## src/core/deser_link_audio_ctrl_map.svh

```systemverilog
/*
  offsets, field positions, write masks and reset values of the link and
  audio control register slice.
  assumes: included by bare name from the register bank.
*/
`ifndef DESER_LINK_AUDIO_CTRL_MAP_SVH
`define DESER_LINK_AUDIO_CTRL_MAP_SVH

// ============================================================
// offsets
`define AUDIO_OUTPUT_CONTROL_ADDR    8'h2b
`define PIXEL_CLOCK_TEST_SELECT_ADDR 8'h2e
`define DUAL_RECEIVE_CONTROL_ADDR    8'h34
`define EQUALIZER_CONTROL_ONE_ADDR   8'h35

// ============================================================
// reset values
`define AUDIO_OUTPUT_CONTROL_RST     8'h00
`define PIXEL_CLOCK_TEST_SELECT_RST  8'h00
`define DUAL_RECEIVE_CONTROL_RST     8'h01
`define EQUALIZER_CONTROL_ONE_RST    8'h00

// ============================================================
// writable bits; everything else reads back as zero, except the audio status flags in bits 3 and 2
`define AUDIO_OUTPUT_CONTROL_WMASK    8'h03
`define PIXEL_CLOCK_TEST_SELECT_WMASK 8'h80
`define DUAL_RECEIVE_CONTROL_WMASK    8'h7b
`define EQUALIZER_CONTROL_ONE_WMASK   8'h70

// ============================================================
// field positions
`define AUDIO_OVERRUN_BIT        3
`define AUDIO_UNDERRUN_BIT       2
`define AUDIO_ERROR_RESET_BIT    1
`define AUDIO_EDGE_SELECT_BIT    0
`define SELF_TEST_CLOCK_BIT      7
`define LOCK_MODE_BIT            6
`define RAW_BACKCHANNEL_BIT      5
`define LINK_MODE_HI             4
`define LINK_MODE_LO             3
`define SECOND_PORT_SELECT_BIT   1
`define FIRST_PORT_SELECT_BIT    0
`define EQ_RESTART_BIT           6
`define EQ_FLOOR_OVERRIDE_BIT    5
`define EQ_FLOOR_APPLY_BIT       4

`endif

```

## src/core/deser_link_audio_ctrl_pkg.sv

```systemverilog
/*
  types shared by the link and audio control register slice.
  assumes: the map header supplies every number except the link mode encodings.
*/
package deser_link_audio_ctrl_pkg;

  // ============================================================
  // receiver input mode encodings
  typedef enum logic [1:0] {
    LINK_AUTO          = 2'h0,
    LINK_FORCED_DUAL   = 2'h1,
    LINK_FORCED_FIRST  = 2'h2,
    LINK_FORCED_SECOND = 2'h3
  } link_mode_t;

  typedef logic [7:0] reg_byte_t;

endpackage : deser_link_audio_ctrl_pkg

```

## src/core/deser_link_audio_ctrl_regs.sv

```systemverilog
/*
  link, audio and equalizer control registers of the deserializer, with
  the per-port copy steering of the equalizer register.
  assumes: the local serial-bus slave on clk hands single byte accesses
  over reg_wr / reg_rd with an 8-bit address; status events and link
  state come from logic on clk; the general pin is asynchronous.
*/
// Behaviour
// - audio fifo overrun shows as read-only flag, audio control bit 3
// - audio fifo underrun shows as read-only flag, audio control bit 2
// - writing one to error reset clears overrun and underrun flags
// - edge select one strobes data on rising edge, zero on falling
// - pixel clock test bit 7 takes pixel clock from self-test input
// - lock mode zero: lock and video only while video-off flag is zero
// - lock mode one: lock whenever a serializer link exists
// - input mode: 00 auto, 01 dual, 10 primary only, 11 secondary only
// - second port select makes writes hit port-one copy and shared
// - first port select resets to one, steers writes to port 0
// - both selects set: reads return port-one copies
// - restart bit written high then low restarts equalizer on both ports
// - floor apply works only while floor override is set
// - enabled floor applies the minimum setting from the second register
// - video-off flag means no video, control channel still enabled
`timescale 1ns/1ns

`include "deser_link_audio_ctrl_map.svh"

module deser_link_audio_ctrl_regs (
  input  wire logic       clk,
  input  wire logic       sys_rst,
  // register access from the serial-bus slave
  input  wire logic       reg_wr,
  input  wire logic       reg_rd,
  input  wire logic [7:0] reg_addr,
  input  wire logic [7:0] reg_wdata,
  output logic      [7:0] reg_rdata,
  // audio fifo events and controls
  input  wire logic       audio_overrun_event,
  input  wire logic       audio_underrun_event,
  output logic            audio_strobe_rising,
  // pixel clock source
  output logic            pixel_clock_from_self_test,
  // link state and lock
  input  wire logic       link_present,
  input  wire logic       video_off,
  input  wire logic       detected_dual_link,
  output logic            receive_lock,
  output logic            video_generate,
  output logic            control_channel_enable,
  output logic            dual_link_active,
  output logic            primary_input_enable,
  output logic            secondary_input_enable,
  // secondary back channel
  input  wire logic       local_general_pin_zero,
  input  wire logic       filtered_backchannel,
  output logic            secondary_backchannel,
  // equalizer
  input  wire logic [7:0] equalizer_minimum_setting,
  output logic            equalizer_adaptation_restart,
  output logic [1:0]      equalizer_floor_active,
  output logic [7:0]      equalizer_floor_port0,
  output logic [7:0]      equalizer_floor_port1
);

  // ============================================================
  // decode helpers
  function automatic logic hit(input logic [7:0] a, input logic [7:0] o);
    hit = (a == o);
  endfunction : hit

  function automatic logic [7:0] merge(input logic [7:0] old_v,
                                       input logic [7:0] new_v,
                                       input logic [7:0] mask);
    merge = (old_v & ~mask) | (new_v & mask);
  endfunction : merge

  // ============================================================
  // register state
  logic [7:0] audio_ctrl;
  logic [7:0] pclk_test;
  logic [7:0] dual_rx;
  logic [7:0] eq_one [2];
  logic       overrun_flag;
  logic       underrun_flag;
  logic       restart_seen;
  logic [7:0] next_audio_ctrl;
  logic [7:0] next_pclk_test;
  logic [7:0] next_dual_rx;
  logic [7:0] next_eq_one [2];
  logic       next_overrun_flag;
  logic       next_underrun_flag;
  logic       next_restart_seen;
  logic [7:0] next_rdata;
  logic       error_clear;
  logic       sel_first;
  logic       sel_second;
  logic       read_port;

  assign sel_first  = dual_rx[`FIRST_PORT_SELECT_BIT];
  assign sel_second = dual_rx[`SECOND_PORT_SELECT_BIT];
  // second select wins for reads; port-zero reads need it cleared first
  assign read_port  = sel_second;
  assign error_clear = reg_wr && hit(reg_addr, `AUDIO_OUTPUT_CONTROL_ADDR)
                       && reg_wdata[`AUDIO_ERROR_RESET_BIT];

  always_comb begin
    next_audio_ctrl = audio_ctrl;
    next_pclk_test  = pclk_test;
    next_dual_rx    = dual_rx;
    next_eq_one     = eq_one;
    next_rdata      = reg_rdata;
    // an event in the clearing cycle still lands
    next_overrun_flag  = audio_overrun_event
                         | (overrun_flag & ~error_clear);
    next_underrun_flag = audio_underrun_event
                         | (underrun_flag & ~error_clear);
    next_restart_seen  = eq_one[0][`EQ_RESTART_BIT]
                         | eq_one[1][`EQ_RESTART_BIT];
    if (reg_wr) begin
      if (hit(reg_addr, `AUDIO_OUTPUT_CONTROL_ADDR)) begin
        next_audio_ctrl = merge(audio_ctrl, reg_wdata,
                                `AUDIO_OUTPUT_CONTROL_WMASK);
      end
      if (hit(reg_addr, `PIXEL_CLOCK_TEST_SELECT_ADDR)) begin
        next_pclk_test = merge(pclk_test, reg_wdata,
                               `PIXEL_CLOCK_TEST_SELECT_WMASK);
      end
      if (hit(reg_addr, `DUAL_RECEIVE_CONTROL_ADDR)) begin
        next_dual_rx = merge(dual_rx, reg_wdata,
                             `DUAL_RECEIVE_CONTROL_WMASK);
      end
      if (hit(reg_addr, `EQUALIZER_CONTROL_ONE_ADDR)) begin
        if (sel_first) begin
          next_eq_one[0] = merge(eq_one[0], reg_wdata,
                                 `EQUALIZER_CONTROL_ONE_WMASK);
        end
        if (sel_second) begin
          next_eq_one[1] = merge(eq_one[1], reg_wdata,
                                 `EQUALIZER_CONTROL_ONE_WMASK);
        end
      end
    end
    if (reg_rd) begin
      case (reg_addr)
        `AUDIO_OUTPUT_CONTROL_ADDR: begin
          next_rdata = audio_ctrl;
          next_rdata[`AUDIO_OVERRUN_BIT]  = overrun_flag;
          next_rdata[`AUDIO_UNDERRUN_BIT] = underrun_flag;
        end
        `PIXEL_CLOCK_TEST_SELECT_ADDR: begin
          next_rdata = pclk_test;
        end
        `DUAL_RECEIVE_CONTROL_ADDR: begin
          next_rdata = dual_rx;
        end
        `EQUALIZER_CONTROL_ONE_ADDR: begin
          next_rdata = eq_one[read_port];
        end
        default: begin
          next_rdata = 8'h00;
        end
      endcase
    end
  end

  always_ff @(posedge clk) begin
    if (sys_rst) begin
      audio_ctrl    <= `AUDIO_OUTPUT_CONTROL_RST;
      pclk_test     <= `PIXEL_CLOCK_TEST_SELECT_RST;
      dual_rx       <= `DUAL_RECEIVE_CONTROL_RST;
      eq_one        <= '{2{`EQUALIZER_CONTROL_ONE_RST}};
      overrun_flag  <= 1'b0;
      underrun_flag <= 1'b0;
      restart_seen  <= 1'b0;
      reg_rdata     <= 8'h00;
    end else begin
      audio_ctrl    <= next_audio_ctrl;
      pclk_test     <= next_pclk_test;
      dual_rx       <= next_dual_rx;
      eq_one        <= next_eq_one;
      overrun_flag  <= next_overrun_flag;
      underrun_flag <= next_underrun_flag;
      restart_seen  <= next_restart_seen;
      reg_rdata     <= next_rdata;
    end
  end

  // ============================================================
  // pin synchroniser for the raw back channel
  logic pin_meta;
  logic pin_sync;
  logic next_backchannel;

  always_comb begin
    // raw mode skips filtering, so pin glitches reach the far end
    next_backchannel = dual_rx[`RAW_BACKCHANNEL_BIT] ? pin_sync
                                                     : filtered_backchannel;
  end

  always_ff @(posedge clk) begin
    if (sys_rst) begin
      pin_meta              <= 1'b0;
      pin_sync              <= 1'b0;
      secondary_backchannel <= 1'b0;
    end else begin
      pin_meta              <= local_general_pin_zero;
      pin_sync              <= pin_meta;
      secondary_backchannel <= next_backchannel;
    end
  end

  // ============================================================
  // control outputs
  deser_link_audio_ctrl_pkg::link_mode_t link_mode;
  logic       next_lock;
  logic       next_video;
  logic       next_ctrl_ch;
  logic       next_dual;
  logic       next_primary;
  logic       next_secondary;
  logic [1:0] floor_on;

  assign link_mode = deser_link_audio_ctrl_pkg::link_mode_t'(
                       dual_rx[`LINK_MODE_HI:`LINK_MODE_LO]);
  assign floor_on[0] = eq_one[0][`EQ_FLOOR_OVERRIDE_BIT]
                       & eq_one[0][`EQ_FLOOR_APPLY_BIT];
  assign floor_on[1] = eq_one[1][`EQ_FLOOR_OVERRIDE_BIT]
                       & eq_one[1][`EQ_FLOOR_APPLY_BIT];

  always_comb begin
    next_video   = link_present & ~video_off;
    next_ctrl_ch = link_present;
    next_lock    = dual_rx[`LOCK_MODE_BIT] ? link_present
                                           : next_video;
    case (link_mode)
      deser_link_audio_ctrl_pkg::LINK_AUTO: begin
        next_dual      = detected_dual_link;
        next_primary   = 1'b1;
        next_secondary = detected_dual_link;
      end
      deser_link_audio_ctrl_pkg::LINK_FORCED_DUAL: begin
        next_dual      = 1'b1;
        next_primary   = 1'b1;
        next_secondary = 1'b1;
      end
      deser_link_audio_ctrl_pkg::LINK_FORCED_FIRST: begin
        next_dual      = 1'b0;
        next_primary   = 1'b1;
        next_secondary = 1'b0;
      end
      default: begin
        next_dual      = 1'b0;
        next_primary   = 1'b0;
        next_secondary = 1'b1;
      end
    endcase
  end

  always_ff @(posedge clk) begin
    if (sys_rst) begin
      receive_lock           <= 1'b0;
      video_generate         <= 1'b0;
      control_channel_enable <= 1'b0;
      dual_link_active       <= 1'b0;
      primary_input_enable   <= 1'b1;
      secondary_input_enable <= 1'b0;
    end else begin
      receive_lock           <= next_lock;
      video_generate         <= next_video;
      control_channel_enable <= next_ctrl_ch;
      dual_link_active       <= next_dual;
      primary_input_enable   <= next_primary;
      secondary_input_enable <= next_secondary;
    end
  end

  // register-held fields go straight out
  assign audio_strobe_rising = audio_ctrl[`AUDIO_EDGE_SELECT_BIT];
  assign pixel_clock_from_self_test = pclk_test[`SELF_TEST_CLOCK_BIT];
  // one pulse on the high-to-low write, shared by both ports
  assign equalizer_adaptation_restart = restart_seen
    & ~(eq_one[0][`EQ_RESTART_BIT] | eq_one[1][`EQ_RESTART_BIT]);
  assign equalizer_floor_active = floor_on;
  assign equalizer_floor_port0 = floor_on[0] ? equalizer_minimum_setting
                                             : 8'h00;
  assign equalizer_floor_port1 = floor_on[1] ? equalizer_minimum_setting
                                             : 8'h00;

  // ============================================================
  // checks
  a_overrun_sticky: assert property (@(posedge clk) disable iff (sys_rst)
    audio_overrun_event |=> overrun_flag)
    else $error("overrun event not recorded");
  a_underrun_sticky: assert property (@(posedge clk) disable iff (sys_rst)
    audio_underrun_event |=> underrun_flag)
    else $error("underrun event not recorded");
  a_error_clear: assert property (@(posedge clk) disable iff (sys_rst)
    error_clear && !audio_overrun_event && !audio_underrun_event
    |=> !overrun_flag && !underrun_flag)
    else $error("error reset did not clear flags");
  a_lock_follows: assert property (@(posedge clk) disable iff (sys_rst)
    dual_rx[`LOCK_MODE_BIT] && link_present
    |=> receive_lock)
    else $error("lock missing in link lock mode");
  a_lock_video: assert property (@(posedge clk) disable iff (sys_rst)
    !dual_rx[`LOCK_MODE_BIT] && video_off |=> !receive_lock)
    else $error("lock asserted without active video");
  a_raw_pass: assert property (@(posedge clk) disable iff (sys_rst)
    dual_rx[`RAW_BACKCHANNEL_BIT] |=>
    secondary_backchannel == $past(pin_sync))
    else $error("raw back channel not passing pin");
  a_mode_forced: assert property (@(posedge clk) disable iff (sys_rst)
    dual_rx[`LINK_MODE_HI:`LINK_MODE_LO] == 2'h3
    |=> !primary_input_enable && secondary_input_enable)
    else $error("secondary-only mode wrong");
  a_port_one_write: assert property (@(posedge clk) disable iff (sys_rst)
    reg_wr && hit(reg_addr, `EQUALIZER_CONTROL_ONE_ADDR) && !sel_second
    |=> eq_one[1] == $past(eq_one[1]))
    else $error("port-one copy written while unselected");
  a_read_steer: assert property (@(posedge clk) disable iff (sys_rst)
    reg_rd && hit(reg_addr, `EQUALIZER_CONTROL_ONE_ADDR) && sel_second
    |=> reg_rdata == $past(eq_one[1]))
    else $error("read did not return port-one copy");
  a_restart_pulse: assert property (@(posedge clk) disable iff (sys_rst)
    equalizer_adaptation_restart |=> !equalizer_adaptation_restart)
    else $error("restart longer than one cycle");
  a_floor_gate: assert property (@(posedge clk) disable iff (sys_rst)
    !eq_one[0][`EQ_FLOOR_OVERRIDE_BIT]
    |-> !equalizer_floor_active[0] && equalizer_floor_port0 == 8'h00)
    else $error("floor applied without override");
  a_reserved_zero: assert property (@(posedge clk) disable iff (sys_rst)
    dual_rx[7] == 1'b0 && dual_rx[2] == 1'b0
    && audio_ctrl[7:2] == 6'h00)
    else $error("reserved or status bit stored");

endmodule : deser_link_audio_ctrl_regs

```

## config.mk

```make
export PLATFORM = sky130hd
export DESIGN_NAME = deser_link_audio_ctrl_regs
export DESIGN_NICKNAME = d
export VERILOG_FILES = /design/src/core/deser_link_audio_ctrl_pkg.sv /design/src/core/deser_link_audio_ctrl_regs.sv
export VERILOG_INCLUDE_DIRS = /design/src /design/src/core
export SDC_FILE = /design/constraint.sdc
export NUM_CORES = 1
export LEC_CHECK = 0
export ABC_AREA = 1
export BUFFER_PORTS_ARGS = -buffer_cell sky130_fd_sc_hd__buf_4
export CAP_MARGIN = 5
export CORE_ASPECT_RATIO = 0.75
export CORE_MARGIN = 2
export CORE_UTILIZATION = 50
export DETAILED_ROUTE_END_ITERATION = 8
export PLACE_DENSITY = 0.89
export SLEW_MARGIN = 20
export SYNTH_ARGS = -nofsm -noshare
export SYNTH_HDL_FRONTEND = slang
export SYNTH_SLANG_ARGS = --single-unit
```

## constraint.sdc

```tcl
create_clock -name clk -period 2.5 [get_ports clk]
set_input_delay 0.375 -clock clk [delete_from_list [all_inputs] [get_ports clk]]
set_output_delay 0.375 -clock clk [all_outputs]
set_load 0.1 [all_outputs]
```

==> metrics <==
IO Port Bufs 69; Worst setup endpoint equalizer_floor_port1[3]; Setup CP Type reg -> out; Tmin final ~1.7 ns; HP Class in -> reg; CTS tree built; Power Density 525 nW/um2; initial antenna violation count 0; reg-to-reg slack, setup 1.45 ns; critical path depth 3; Seq cells post-synth 35; RSZ-0062 raised after global routing no; Top-Level Pins 71; drt drc 0; launch point of the worst reg-to-reg path dual_rx[1]; slowest cell on the critical path dfxtp_1; Post-CTS Resized 0; Rel. slew slack 0.663; core area between 2000 and 3000 um2; CP Buf/Inv Count 1; largest net degree at the start of global routing 18; Required @ worst endpoint roughly 2.1 ns; Setup crit start kind flip-flop; Critical Path Sink Type output port; Critical Path Fanout Max 9; Max Freq about 580 MHz; First-pass DRT Iterations 5; DPL Wire Length 2890 um; Setup TNS Final 0 ns; htree depth 2; via count 1,636; cell breakdown of the critical path nand2_1, nor2_1, buf_4; Diodes inserted 0; Sink Count 35; # hold bufs at CTS 0; 1st-iter DRT viols 111; arrival time at the worst endpoint 1.35 ns; vias per cell around 4.8; final wirelength around 3700 um; total CTS buffers 5; Worst-path clk slew 0.06 ns; total track usage 0.213; Top delay family on crit path flip-flops; die height 53.0 um; commonest cells after routing, fill and taps aside buf_4, nand2_1, inv_1; synthesis warning total 0; later-pin clock latency in the skew report 0.28 ns; leading cell type in the layout, fill and taps excluded buf_4; die area around 3700 um2; Layout fillers 258; share of cells above drive strength 1 0.296; syn avg cell area roughly 6.9 um2; Final Hold Viols 0; Register Area approximately 700 um2; Starting Density 0.533; area grow syn2layout 38.9%; setup ws final 0.776 ns; worst vdd ir 0.373 mV; global-route wire length before repair 6210 um; Placer Congestion 0.813; Pins Over Slew Limit 0; Period Utilization, post-route 0.690; Post-CTS Setup Bufs 0; Critical Path Start eq_one[4]; Syn Std Cell Area 1600 um2; number of global-route vias before repair 1,409; Clock Tree Root clkbuf_8; max_cap viols 0; post-synthesis sequential area ratio 0.438; wire per inst 11.1 um; Worst R2R Path Depth 7; Synth Net Count 266; Worst Clk Skew between 0.003 and 0.004 ns; post-route antenna net violation count 0; Post-Synthesis Cells 231; slowest stage delay, CP approximately 0.38 ns; worst slew pin tran 0.505 ns; leakage power 1.15 nW; Setup violations, final 0; Max Buffers Root-to-Sink 2; Post-Place Worst Slack between 0.9 and 1 ns; outcome completed; area occupied by multi-input gates 716 um2; Unique masters post-synth 23; worst r2r dst reg_rdata[4]; # rows 17; final net count around 340; total congestion overflow 0; die width just under 70 um
[where the power goes]
group          leakage (nW)  internal, mW  switching [mW]  total [mW]
registers             0.285         0.568         0.00372       0.572
clock network        0.0515         0.251           0.192       0.443
logic                 0.811        0.0531          0.0982       0.151
total                  1.15         0.873           0.294        1.17
[state kept, by name (all words and copies together) (netlist names)]
| register | cells |
|---|---|
| pclk_test | 1 |
| underrun_flag | 1 |
| pin_meta | 1 |
| dual_rx | 6 |
| dual_link_active | 1 |
| overrun_flag | 1 |
| primary_input_enable | 1 |
| restart_seen | 1 |
| secondary_backchannel | 1 |
| video_generate | 1 |
| reg_rdata | 8 |
| eq_one | 6 |
| secondary_input_enable | 1 |
| pin_sync | 1 |
| control_channel_enable | 1 |
| receive_lock | 1 |
| audio_ctrl | 2 |
[routing by layer]
| layer | up-vias | global-route usage | part of all wire |
|---|---|---|---|
| met1 | 724 | 0.272 | 0.47 |
| li1 | 852 | - | - |
| met3 | 4 | 0.0610 | 0.068 |
| met5 | - | 0 | 0 |
| met4 | 0 | 0.0588 | 0.0064 |
| met2 | 56 | 0.356 | 0.45 |
[worst register-to-register path, cell delays in order (launching register included)]
cell	delay [ns]
dfxtp_1	0.45
inv_1	0.13
nand2_1	0.07
nand2_1	0.05
nand3_1	0.07
nand2_1	0.06
nand2_1	0.07
a21oi_2	0.05
[through the flow]
| stage | instance area, um2 | instances | util | hold slack [ns] | power (mW) |
|---|---|---|---|---|---|
| floorplan | 1600 | 231 | - | 0.388 | 0.677 |
| global placement | 2120 | 331 | 0.707 | 0.406 | 0.733 |
| detailed placement | 2120 | 331 | 0.707 | 0.404 | 0.736 |
| CTS | 2220 | 339 | 0.741 | 0.256 | 1.17 |
| global route | 2220 | 339 | 0.741 | 0.254 | 1.21 |
| finish | 2220 | 339 | 0.741 | 0.258 | 1.17 |
[cells by family (layout without fill, tap and decap cells)]
group / after synthesis / after routing / share of synthesized area
compound gates: 30 / 30 / 0.100
buf+inv: 44 / 114 / 0.117
flops: 35 / 35 / 0.438
simple gates: 122 / 122 / 0.344
[area by class of cell]
class,count,area share
Multi-Input combinational cell,152,0.322
Inverter,37,0.0625
Clock buffer,8,0.0451
Tap cell,38,0.0214
Timing Repair Buffer,69,0.233
Sequential cell,35,0.315
[cells in the mapped netlist]
| cell | number | area [um2] |
|---|---|---|
| a21oi_1 | 19 | 95.1 |
| a21oi_2 | 1 | 8.76 |
| buf_1 | 1 | 3.75 |
| buf_2 | 3 | 15.0 |
| buf_4 | 1 | 7.51 |
| buf_6 | 2 | 22.5 |
| dfxtp_1 | 35 | 701 |
| inv_1 | 37 | 139 |
| nand2_1 | 53 | 199 |
| nand2_2 | 2 | 12.5 |
| nand3_1 | 18 | 90.1 |
| nand3_2 | 1 | 10.0 |
| nand4_1 | 3 | 18.8 |
| nand4_2 | 2 | 25.0 |
| nor2_1 | 35 | 131 |
| nor2_2 | 2 | 12.5 |
| nor2_4 | 3 | 33.8 |
| nor3_1 | 2 | 10.0 |
| nor3b_1 | 1 | 7.51 |
| o21ai_0 | 5 | 25.0 |
| o21ai_1 | 3 | 15.0 |
| o21ai_2 | 1 | 8.76 |
| o21bai_1 | 1 | 7.51 |
[how the worst min path moves through the flow]
stage,cells after the start,from,to,slack [ns]
after floorplan,2,pin_meta,pin_sync,0.39
after global placement,2,pin_meta,pin_sync,0.41
after detailed placement,2,pin_meta,pin_sync,0.40
after CTS,2,video_off,video_generate,0.26
after global routing,2,video_off,video_generate,0.25
final,2,video_off,video_generate,0.26
Power figures use the tool's default switching activity.
